File: config.mk
export PLATFORM = sky130hd
export DESIGN_NAME = dsls_top
export DESIGN_NICKNAME = d
export VERILOG_FILES = /design/src/dsls_top.v /design/src/dsls_ms_tick.v /design/src/dsls_pattern_gen.v
export VERILOG_INCLUDE_DIRS = /design/src
export SDC_FILE = /design/constraint.sdc
export NUM_CORES = 1
export LEC_CHECK = 0
export BUFFER_PORTS_ARGS = -buffer_cell sky130_fd_sc_hd__buf_2
export CORE_MARGIN = 8
export CORE_UTILIZATION = 40
export DETAILED_ROUTE_END_ITERATION = 10
export PLACE_DENSITY = 0.68
export SETUP_SLACK_MARGIN = 0.02
export SLEW_MARGIN = 30
export SYNTH_ARGS = -nofsm -noshare
export SYNTH_HDL_FRONTEND = slang
export SYNTH_SLANG_ARGS = --single-unit
export TNS_END_PERCENT = 10
File: constraint.sdc
create_clock -name sys_clk -period 7.36 [get_ports sys_clk]
set_input_delay 1.104 -clock sys_clk [delete_from_list [all_inputs] [get_ports sys_clk]]
set_output_delay 1.104 -clock sys_clk [all_outputs]
set_load 0.005 [all_outputs]
File: src/dsls_defs.vh
/*
  Shared constants of the lamp sequencer: map, fields, codes, timing.
  Assumes inclusion by its bare name from every design file that needs it.
*/
`ifndef DSLS_DEFS_VH
`define DSLS_DEFS_VH

// ----------------------------------------------------------------------
// Clock and time base
// ----------------------------------------------------------------------
`define DSLS_TICK_CYCLES   16'd40000

// ----------------------------------------------------------------------
// Lamp timing in milliseconds
// ----------------------------------------------------------------------
`define DSLS_FLASH_MS      10'd200
`define DSLS_PAUSE_MS      10'd1000
`define DSLS_FLICK_MS      10'd50

// ----------------------------------------------------------------------
// Lamp patterns
// ----------------------------------------------------------------------
`define DSLS_PAT_OFF       3'h0
`define DSLS_PAT_ON        3'h1
`define DSLS_PAT_BLINK     3'h2
`define DSLS_PAT_SINGLE    3'h3
`define DSLS_PAT_DOUBLE    3'h4
`define DSLS_PAT_FLICKER   3'h5

// ----------------------------------------------------------------------
// Fieldbus state codes
// ----------------------------------------------------------------------
`define DSLS_ST_BOOTING    3'h0
`define DSLS_ST_IDLE       3'h1
`define DSLS_ST_MAILBOX    3'h2
`define DSLS_ST_FWLOAD     3'h3
`define DSLS_ST_INPUTS     3'h4
`define DSLS_ST_RUN        3'h5
`define DSLS_CHANGE_ERR    8'h01

// ----------------------------------------------------------------------
// Register map (byte addresses) and fields
// ----------------------------------------------------------------------
`define DSLS_REG_CTRL      8'h00
`define DSLS_REG_STATUS    8'h04
`define DSLS_REG_IRQ_STAT  8'h08
`define DSLS_REG_IRQ_MASK  8'h0c
`define DSLS_REG_ALIAS     8'h10
`define DSLS_REG_POS_ADDR  8'h14
`define DSLS_CTRL_RESET    1'h0
`define DSLS_MASK_RESET    4'h0
`define DSLS_ALIAS_RESET   16'h0000
`define DSLS_IRQ_FAULT     0
`define DSLS_IRQ_ERROR     1
`define DSLS_IRQ_LINKLOST  2
`define DSLS_IRQ_STATECHG  3

`endif

File: src/dsls_top.v
/*
  Drive status lamp sequencer: bridge, logic supply, port link, run-state
  and error lamps, Avalon-MM register slave and one level interrupt.
  Assumes status inputs synchronous to sys_clk and lamp drivers outside.
*/
// Behaviour
// Bridge lamp green when bus powered and enabled, red on fault.
// Logic supply lamp green while the logic supply is present.
// Port lamp steady for idle link, flickers with traffic, off without link.
// Run-state lamp steady in the full run state.
// Run-state lamp blinks 200ms on, 200ms off in mailbox-only state.
// Run-state lamp single 200ms flash then 1000ms dark in inputs-only state.
// Run-state lamp flickers 50ms while booting, loading firmware or downloading.
// Run-state lamp dark in startup idle state.
// Error lamp steady red after process data interface watchdog timeout.
// Error lamp blinks 200ms on and off on configuration error.
// Error lamp flickers on boot error in idle with change flag 0x01.
// Error lamp single flash on autonomous state change with change flag 0x01.
// Error lamp double flash then 1000ms dark on application watchdog timeout.
// Station alias set by network or software; position address assigned by network.
// All patterns use one millisecond tick and restart on pattern change; the port lamp flicker runs free and does not restart.
// Error lamp shows most recently raised condition until it clears.
`timescale 1ns/100ps
`include "dsls_defs.vh"

module dsls_top #(
  parameter [15:0] TICK_CYCLES = `DSLS_TICK_CYCLES
) (
  input  wire        sys_clk,
  input  wire        nrst,
  input  wire        dcBusPowered,
  input  wire        driveEnabled,
  input  wire        driveFault,
  input  wire        logicSupplyOk,
  input  wire [1:0]  portLinkValid,
  input  wire [1:0]  portActivity,
  input  wire [2:0]  busState,
  input  wire [7:0]  changeFlag,
  input  wire        bootError,
  input  wire        autonomousChange,
  input  wire        pdiWatchdogTimeout,
  input  wire        configError,
  input  wire        appWatchdogTimeout,
  input  wire        aliasNetLoad,
  input  wire [15:0] aliasNet,
  input  wire [15:0] positionAddress,
  input  wire [7:0]  avsAddress,
  input  wire        avsRead,
  input  wire        avsWrite,
  input  wire [31:0] avsWritedata,
  input  wire [3:0]  avsByteenable,
  output reg  [31:0] avsReaddata,
  output wire        avsWaitrequest,
  output reg         irq,
  output reg         bridgeLampGreen,
  output reg         bridgeLampRed,
  output reg         logicSupplyLamp,
  output reg  [1:0]  portLinkActivityLamp,
  output wire        runStateLamp,
  output wire        errorLamp,
  output reg  [15:0] stationAlias
);

  // ----------------------------------------------------------------------
  // Error condition slots
  // ----------------------------------------------------------------------
  localparam [2:0] ERR_PDI    = 3'h0;
  localparam [2:0] ERR_CONFIG = 3'h1;
  localparam [2:0] ERR_BOOT   = 3'h2;
  localparam [2:0] ERR_AUTO   = 3'h3;
  localparam [2:0] ERR_APPWD  = 3'h4;
  localparam [2:0] ERR_NONE   = 3'h7;
  // Slot order doubles as tie priority

  // ----------------------------------------------------------------------
  // Bus handshake states, one-hot
  // ----------------------------------------------------------------------
  localparam [1:0] BUS_IDLE = 2'b01;
  localparam [1:0] BUS_ACK  = 2'b10;
  // Two states cover the fixed wait state

  wire        msTick;
  reg  [1:0]  busSt;
  reg  [1:0]  next_busSt;
  reg         fwDownload;
  reg  [3:0]  irqStatus;
  reg  [3:0]  irqMask;
  reg  [9:0]  flickCount;
  reg         flickPhase;
  reg  [4:0]  errPrev;
  reg  [2:0]  errSel;
  reg  [2:0]  next_errSel;
  reg  [2:0]  runPattern;
  reg  [2:0]  errPattern;
  reg         faultPrev;
  reg  [1:0]  linkPrev;
  reg  [2:0]  statePrev;
  reg  [31:0] next_readdata;
  wire [4:0]  errActive;
  wire [4:0]  errRise;
  wire [3:0]  irqEvents;
  wire        accessDone;
  wire        regWrite;
  wire        statRead;

  // ----------------------------------------------------------------------
  // Shared time base
  // ----------------------------------------------------------------------
  // One divider keeps all lamps in step
  dsls_ms_tick #(
    .TICK_CYCLES (TICK_CYCLES)
  ) uTick (
    .sys_clk (sys_clk),
    .nrst    (nrst),
    .msTick  (msTick)
  );

  // ----------------------------------------------------------------------
  // Bridge, logic supply and port lamps
  // ----------------------------------------------------------------------
  // Fault outranks enable so the lamp never shows both colours
  always @(posedge sys_clk) begin
    if (!nrst) begin
      bridgeLampGreen      <= 1'b0;
      bridgeLampRed        <= 1'b0;
      logicSupplyLamp      <= 1'b0;
      portLinkActivityLamp <= 2'b00;
    end else begin
      bridgeLampGreen      <= dcBusPowered & driveEnabled & ~driveFault;
      bridgeLampRed        <= driveFault;
      logicSupplyLamp      <= logicSupplyOk;
      portLinkActivityLamp <= portLinkValid & (~portActivity | {2{flickPhase}});
    end
  end

  // Free-running flicker for the port lamps
  always @(posedge sys_clk) begin
    if (!nrst) begin
      flickCount <= 10'h000;
      flickPhase <= 1'b1;
    end else if (msTick) begin
      if (flickCount + 10'h001 == `DSLS_FLICK_MS) begin
        flickCount <= 10'h000;
        flickPhase <= ~flickPhase;
      end else begin
        flickCount <= flickCount + 10'h001;
      end
    end
  end

  // ----------------------------------------------------------------------
  // Run-state lamp pattern
  // ----------------------------------------------------------------------
  always @(posedge sys_clk) begin
    if (!nrst) begin
      runPattern <= `DSLS_PAT_FLICKER;
    end else if (fwDownload) begin
      runPattern <= `DSLS_PAT_FLICKER;
    end else begin
      case (busState)
        `DSLS_ST_RUN:     runPattern <= `DSLS_PAT_ON;
        `DSLS_ST_MAILBOX: runPattern <= `DSLS_PAT_BLINK;
        `DSLS_ST_INPUTS:  runPattern <= `DSLS_PAT_SINGLE;
        `DSLS_ST_IDLE:    runPattern <= `DSLS_PAT_OFF;
        `DSLS_ST_FWLOAD:  runPattern <= `DSLS_PAT_FLICKER;
        `DSLS_ST_BOOTING: runPattern <= `DSLS_PAT_FLICKER;
        default:          runPattern <= `DSLS_PAT_OFF;
      endcase
    end
  end

  // Generators add one cycle of lamp delay
  dsls_pattern_gen uRunLamp (
    .sys_clk (sys_clk),
    .nrst    (nrst),
    .msTick  (msTick),
    .pattern (runPattern),
    .lamp    (runStateLamp)
  );

  // ----------------------------------------------------------------------
  // Error conditions and selection
  // ----------------------------------------------------------------------
  assign errActive[ERR_PDI]    = pdiWatchdogTimeout;
  assign errActive[ERR_CONFIG] = configError;
  assign errActive[ERR_BOOT]   = bootError & (busState == `DSLS_ST_IDLE) &
                                 (changeFlag == `DSLS_CHANGE_ERR);
  assign errActive[ERR_AUTO]   = autonomousChange & (changeFlag == `DSLS_CHANGE_ERR);
  assign errActive[ERR_APPWD]  = appWatchdogTimeout;
  // A level held high raises one event only
  assign errRise               = errActive & ~errPrev;

  // Newest rise wins; ties and fallbacks take the lowest slot
  always @* begin
    next_errSel = errSel;
    if (|errRise) begin
      casez (errRise)
        5'b????1: next_errSel = ERR_PDI;
        5'b???10: next_errSel = ERR_CONFIG;
        5'b??100: next_errSel = ERR_BOOT;
        5'b?1000: next_errSel = ERR_AUTO;
        default:  next_errSel = ERR_APPWD;
      endcase
    end else if (errSel == ERR_NONE || !errActive[errSel]) begin
      casez (errActive)
        5'b????1: next_errSel = ERR_PDI;
        5'b???10: next_errSel = ERR_CONFIG;
        5'b??100: next_errSel = ERR_BOOT;
        5'b?1000: next_errSel = ERR_AUTO;
        5'b10000: next_errSel = ERR_APPWD;
        default:  next_errSel = ERR_NONE;
      endcase
    end
  end

  always @(posedge sys_clk) begin
    if (!nrst) begin
      errPrev    <= 5'h00;
      errSel     <= ERR_NONE;
      errPattern <= `DSLS_PAT_OFF;
    end else begin
      errPrev <= errActive;
      errSel  <= next_errSel;
      case (next_errSel)
        ERR_PDI:    errPattern <= `DSLS_PAT_ON;
        ERR_CONFIG: errPattern <= `DSLS_PAT_BLINK;
        ERR_BOOT:   errPattern <= `DSLS_PAT_FLICKER;
        ERR_AUTO:   errPattern <= `DSLS_PAT_SINGLE;
        ERR_APPWD:  errPattern <= `DSLS_PAT_DOUBLE;
        default:    errPattern <= `DSLS_PAT_OFF;
      endcase
    end
  end

  dsls_pattern_gen uErrLamp (
    .sys_clk (sys_clk),
    .nrst    (nrst),
    .msTick  (msTick),
    .pattern (errPattern),
    .lamp    (errorLamp)
  );

  // ----------------------------------------------------------------------
  // Avalon-MM handshake
  // ----------------------------------------------------------------------
  // Fixed single wait state keeps read data registered
  always @* begin
    next_busSt = busSt;
    case (busSt)
      BUS_IDLE: if (avsRead | avsWrite) next_busSt = BUS_ACK;
      BUS_ACK:  next_busSt = BUS_IDLE;
      default:  next_busSt = BUS_IDLE;
    endcase
  end

  // Wait only outside the acknowledge cycle
  assign avsWaitrequest = (avsRead | avsWrite) & ~busSt[1];
  assign accessDone     = busSt[1] & (avsRead | avsWrite);
  assign regWrite       = accessDone & avsWrite;
  assign statRead       = accessDone & avsRead & (avsAddress == `DSLS_REG_IRQ_STAT);

  always @* begin
    next_readdata = 32'h00000000;
    case (avsAddress)
      `DSLS_REG_CTRL:     next_readdata = {31'h00000000, fwDownload};
      `DSLS_REG_STATUS:   next_readdata = {16'h0000, 1'b0, errSel, 1'b0, runPattern,
                                           1'b0, errPattern, errorLamp, runStateLamp,
                                           portLinkActivityLamp};
      `DSLS_REG_IRQ_STAT: next_readdata = {28'h0000000, irqStatus};
      `DSLS_REG_IRQ_MASK: next_readdata = {28'h0000000, irqMask};
      `DSLS_REG_ALIAS:    next_readdata = {16'h0000, stationAlias};
      `DSLS_REG_POS_ADDR: next_readdata = {16'h0000, positionAddress};
      default:            next_readdata = 32'h00000000;
    endcase
  end

  always @(posedge sys_clk) begin
    if (!nrst) begin
      busSt       <= BUS_IDLE;
      avsReaddata <= 32'h00000000;
    end else begin
      busSt <= next_busSt;
      if (busSt[0] & avsRead) begin
        avsReaddata <= next_readdata;
      end
    end
  end

  // ----------------------------------------------------------------------
  // Control, mask and alias registers
  // ----------------------------------------------------------------------
  always @(posedge sys_clk) begin
    if (!nrst) begin
      fwDownload   <= `DSLS_CTRL_RESET;
      irqMask      <= `DSLS_MASK_RESET;
      stationAlias <= `DSLS_ALIAS_RESET;
    end else begin
      // One-byte fields use lane 0 only
      if (regWrite && avsAddress == `DSLS_REG_CTRL && avsByteenable[0]) begin
        fwDownload <= avsWritedata[0];
      end
      if (regWrite && avsAddress == `DSLS_REG_IRQ_MASK && avsByteenable[0]) begin
        irqMask <= avsWritedata[3:0];
      end
      // Network load outranks a simultaneous software write
      if (aliasNetLoad) begin
        stationAlias <= aliasNet;
      end else if (regWrite && avsAddress == `DSLS_REG_ALIAS) begin
        if (avsByteenable[0]) stationAlias[7:0]  <= avsWritedata[7:0];
        if (avsByteenable[1]) stationAlias[15:8] <= avsWritedata[15:8];
      end
    end
  end

  // ----------------------------------------------------------------------
  // Interrupt events
  // ----------------------------------------------------------------------
  // Edges against last cycle's levels
  assign irqEvents[`DSLS_IRQ_FAULT]    = driveFault & ~faultPrev;
  assign irqEvents[`DSLS_IRQ_ERROR]    = |errRise;
  assign irqEvents[`DSLS_IRQ_LINKLOST] = |(linkPrev & ~portLinkValid);
  assign irqEvents[`DSLS_IRQ_STATECHG] = (busState != statePrev);

  // An event in the clearing read's cycle stays set
  always @(posedge sys_clk) begin
    if (!nrst) begin
      faultPrev <= 1'b0;
      linkPrev  <= 2'b00;
      statePrev <= `DSLS_ST_BOOTING;
      irqStatus <= 4'h0;
      irq       <= 1'b0;
    end else begin
      faultPrev <= driveFault;
      linkPrev  <= portLinkValid;
      statePrev <= busState;
      irqStatus <= (statRead ? 4'h0 : irqStatus) | irqEvents;
      irq       <= |(((statRead ? 4'h0 : irqStatus) | irqEvents) & irqMask);
    end
  end

endmodule

File: src/dsls_ms_tick.v
/*
  Millisecond time base: one-cycle pulse every TICK_CYCLES clocks.
  Assumes a single free-running clock and synchronous active-low reset.
*/
`timescale 1ns/100ps
`include "dsls_defs.vh"

module dsls_ms_tick #(
  parameter [15:0] TICK_CYCLES = `DSLS_TICK_CYCLES
) (
  input  wire sys_clk,
  input  wire nrst,
  output reg  msTick
);

  reg [15:0] divCount;

  // ----------------------------------------------------------------------
  // Divider
  // ----------------------------------------------------------------------
  always @(posedge sys_clk) begin
    if (!nrst) begin
      divCount <= 16'h0000;
      msTick   <= 1'b0;
    end else if (divCount == TICK_CYCLES - 16'h0001) begin
      divCount <= 16'h0000;
      msTick   <= 1'b1;
    end else begin
      divCount <= divCount + 16'h0001;
      msTick   <= 1'b0;
    end
  end

endmodule

File: src/dsls_pattern_gen.v
/*
  One lamp pattern sequencer: off, on, blink, single, double, flicker.
  Assumes a one-cycle millisecond tick from the shared time base.
*/
`timescale 1ns/100ps
`include "dsls_defs.vh"

module dsls_pattern_gen (
  input  wire       sys_clk,
  input  wire       nrst,
  input  wire       msTick,
  input  wire [2:0] pattern,
  output reg        lamp
);

  reg [2:0] lastPattern;
  reg [1:0] phase;
  reg [9:0] msCount;
  reg [9:0] phaseLen;
  reg       lastPhase;
  reg       next_lamp;

  // ----------------------------------------------------------------------
  // Phase lengths
  // ----------------------------------------------------------------------
  always @* begin
    phaseLen  = `DSLS_FLASH_MS;
    lastPhase = (phase == 2'h1);
    case (pattern)
      `DSLS_PAT_SINGLE:  phaseLen = (phase == 2'h0) ? `DSLS_FLASH_MS : `DSLS_PAUSE_MS;
      `DSLS_PAT_DOUBLE: begin
        phaseLen  = (phase == 2'h3) ? `DSLS_PAUSE_MS : `DSLS_FLASH_MS;
        lastPhase = (phase == 2'h3);
      end
      `DSLS_PAT_FLICKER: phaseLen = `DSLS_FLICK_MS;
      default:           phaseLen = `DSLS_FLASH_MS;
    endcase
    case (pattern)
      `DSLS_PAT_OFF: next_lamp = 1'b0;
      `DSLS_PAT_ON:  next_lamp = 1'b1;
      default:       next_lamp = ~phase[0];
    endcase
  end

  // ----------------------------------------------------------------------
  // Sequencer
  // ----------------------------------------------------------------------
  always @(posedge sys_clk) begin
    if (!nrst) begin
      lastPattern <= `DSLS_PAT_OFF;
      phase       <= 2'h0;
      msCount     <= 10'h000;
      lamp        <= 1'b0;
    end else begin
      lamp <= next_lamp;
      if (pattern != lastPattern) begin // Restart from the first phase
        lastPattern <= pattern;
        phase       <= 2'h0;
        msCount     <= 10'h000;
      end else if (msTick) begin // Shared millisecond tick
        if (msCount + 10'h001 == phaseLen) begin
          msCount <= 10'h000;
          phase   <= lastPhase ? 2'h0 : phase + 2'h1;
        end else begin
          msCount <= msCount + 10'h001;
        end
      end
    end
  end

endmodule

==> flow_metrics.env <==
export IMPL_track_usage=0.1597
export IMPL_antenna_found_initial=1
export IMPL_dp_cells=1088
export IMPL_finalSetupTns_ps=0
export IMPL_start_util=0.4106
export IMPL_drive_gt1_frac=0.2056
export IMPL_max_cap_violations=0
export IMPL_drv_slew=0
export IMPL_cts_sink_count=128
export IMPL_cts_buffers=17
export IMPL_io_buffers=127
export IMPL_rows=47
export IMPL_ys_top_cells_by_area="dfxtp_1 (37%), xnor2_1 (4.4%), nand2_1 (4.2%), and2_1 (3.6%), mux2i_1 (3.4%)"
export IMPL_final_setup_skew_ps=6.608
export IMPL_htreeDepth=4
export IMPL_cts_tree="built"
export IMPL_root_buffer="clkbuf_16"
export IMPL_dp_hpwl_mm=12.58
export IMPL_synth_seq_area_share=0.3750
export IMPL_setup_violations=0
export IMPL_cp_arrival_ps=4320
export IMPL_vias=5894
export IMPL_routed_via_density=5.253
export IMPL_period_needed_ps=4024
export IMPL_fin_cells=1122
export IMPL_finalHoldViolations=0
export IMPL_postCtsSetupBuffers=0
export IMPL_synthFlopType="dfxtp_1"
export IMPL_first_pass_iters=4
export IMPL_drc=0
export IMPL_grt_max_degree=81
export IMPL_crit_family="simple AND/OR/NAND/NOR gates"
export IMPL_critPathKind="in -> reg"
export IMPL_area_growth_pct=18.44
export IMPL_rsz0062_at_grt="false"
export IMPL_pre_cts_ws_ps=2962
export IMPL_gp_congestion=0.7552
export IMPL_ios=162
export IMPL_hold_class="reg -> reg"
export IMPL_grt_pass1_vias=5656
export IMPL_clock_path_buffers=2
export IMPL_max_slew_worst_pin_slew_ps=912.9
export IMPL_path_buf_inv=1
export IMPL_path_max_fanout=13
export IMPL_cts_resized=0
export IMPL_yosysTopAreaCell="dfxtp_1"
export IMPL_path_clk_slew_ps=50
export IMPL_nets=1003
export IMPL_drt_initial_drc_count=353
export IMPL_die_x_um=146.7
export IMPL_clock_latency_ps=420
export IMPL_netlist_instances=793
export IMPL_ant_nets=0
export IMPL_async_flop_share=0
export IMPL_p_per_area_mw_per_mm2=214.1
export IMPL_core_area_mm2=0.01664
export IMPL_routedWlPerCell_um=15.45
export IMPL_slew_limit_headroom=0.3902
export IMPL_crit_chain="buf_2, or4_1, nor2_1, and2_1, nor2b_1, nand2_1, mux2_2, o211a_1"
export IMPL_netlist_area_mm2=0.006834
export IMPL_yosys_area_top_type_share=0.3750
export IMPL_r2r_setup_slack_ps=4480
export IMPL_finalCritPeriodShare=0.5467
export IMPL_wl_mm=17.34
export IMPL_synth_seq_cells=128
export IMPL_vdd_drop_max_v=0.0001594
export IMPL_start_kind="input port"
export IMPL_grt_overflow=0
export IMPL_ctsHoldBuffers=0
export IMPL_grt_pass1_wl_mm=28.50
export IMPL_avgSynthCellArea_um2=8.618
export IMPL_slowest_stage="nor2b_1"
export IMPL_cp_required_ps=7660
export IMPL_die_height_um=146.7
export IMPL_cellLeakagePower_nw=3.306
export IMPL_finalWorstSetupSlack_ps=3336
export IMPL_synth_edf_count=0
export IMPL_dieArea_mm2=0.02152
export IMPL_worstSetupEndpointType="flop"
export IMPL_clock_fmax_mhz=248.5
export IMPL_status="finished clean"
export IMPL_synth_cell_types=81
export IMPL_yosys_warnings=0
export IMPL_critical_path_max_stage_delay_ps=800
synthesized netlist by cell type, types with 13 or more instances:
library cell / count
mux2i_1: 23
nor2_1: 54
a22oi_1: 15
xnor2_1: 34
nand3_1: 30
nand2_1: 76
o211a_1: 14
nand4_1: 18
o21ai_0: 34
dfxtp_1: 128
a21oi_1: 19
and2_1: 39
xor2_1: 16
and3_1: 13
nor2b_1: 19
inv_1: 21
buf_4: 17
clkbuf_1: 34
cells in the final DEF, fill, tap and decap left out, types with 4 or more instances in the layout:
cell type  instances
or3_1              6
nor2_1            54
a21boi_0           7
and3_1            13
inv_1             21
xnor2_1           34
nor3_1             8
nand4_1           18
and2_1            39
a31oi_1           10
a21oi_1           19
a22oi_1           15
dfxtp_1          128
clkbuf_8           4
nand2b_1          12
nand3b_1           4
nand2_1           76
a211oi_1           6
nand3_1           30
ha_1              11
buf_2            127
nor4_1             6
and4_1             6
o211ai_1           5
mux2i_1           23
mux2_2             9
conb_1            16
o21ai_0           34
a22o_1             9
xor2_1            16
nor2b_1           19
o211a_1           14
clkbuf_16         17
o22ai_1            5
state kept, by name, summed over array words and instances (netlist names), 4 cells and up:
register,flops
avsReaddata,16
stationAlias,16
uTick.divCount,16
flickCount,10
uErrLamp.msCount,10
uRunLamp.msCount,10
errPrev,5
irqMask,4
irqStatus,4
path summary, 6_finish.rpt:
check                                         from                              to  depth (start not counted)
setup / recovery                     avsAddress[0]    stationAlias[3]$_SDFFE_PN0P_                          8
hold / removal               busSt[0]$_SDFFE_PN1N_           busSt[0]$_SDFFE_PN1N_                          1
setup reg to reg  uErrLamp.msCount[0]$_SDFFE_PP0P_  uErrLamp.phase[0]$_SDFFE_PP0P_                          8
hold reg to reg              busSt[0]$_SDFFE_PN1N_           busSt[0]$_SDFFE_PN1N_                          1
layout make-up:
class,count,area (µm²)
fillers,1571,8548
multi-input cells,590,3905
flip-flops and latches,128,2562
repair buffers,129,650.6
clock buffers,23,488.0
well taps,220,275.3
clock inverters,9,128.9
inverters,21,78.83
diodes,2,5.005
worst register-to-register path, delay by kind of cell, from the launching register on:
kind	cells	cell delay, ps
adders and majority gates	1	260
muxes	1	230
DFF	1	360
and+or+nand+nor	4	1220
AOI/OAI and AO/OA	2	740
kinds of logic after synthesis:
| logic type | after synthesis | synth area share |
|---|---|---|
| flops | 128 | 0.3750 |
| xor+xnor | 50 | 0.06408 |
| mux | 32 | 0.04852 |
| fa+ha+maj | 11 | 0.02014 |
| compound gates | 160 | 0.1683 |
| simple gates | 321 | 0.2598 |
| other cells | 1 | 0.0005487 |
| buf+inv | 90 | 0.06371 |
metrics by stage:
stage | hold slack (ps) | area (µm²) | util | total power [mW]
after CTS | 418.6 | 8080 | 0.4855 | 1.747
after global placement | 402.6 | 7460 | 0.4482 | 0.8761
after detailed placement | 404.5 | 7463 | 0.4485 | 0.8785
after global routing | 466.6 | 8092 | 0.4862 | 1.799
after floorplan | 389.2 | 6890 | - | 0.8292
final | 424.4 | 8094 | 0.4864 | 1.733
metal layers:
layer,vias to the layer above,wire (µm),track usage
met2,127,8478,0.2601
met5,-,0,0
met4,0,351,0.06285
met3,21,586,0.03378
met1,2758,7922,0.2022
li1,2988,-,-
report_power, final:
part           total (mW)  internal, mW  switching, mW
Combinational       0.129        0.0602         0.0685
Clock               0.869         0.568          0.301
Sequential          0.735         0.714         0.0212
Power figures use the tool's default switching activity.
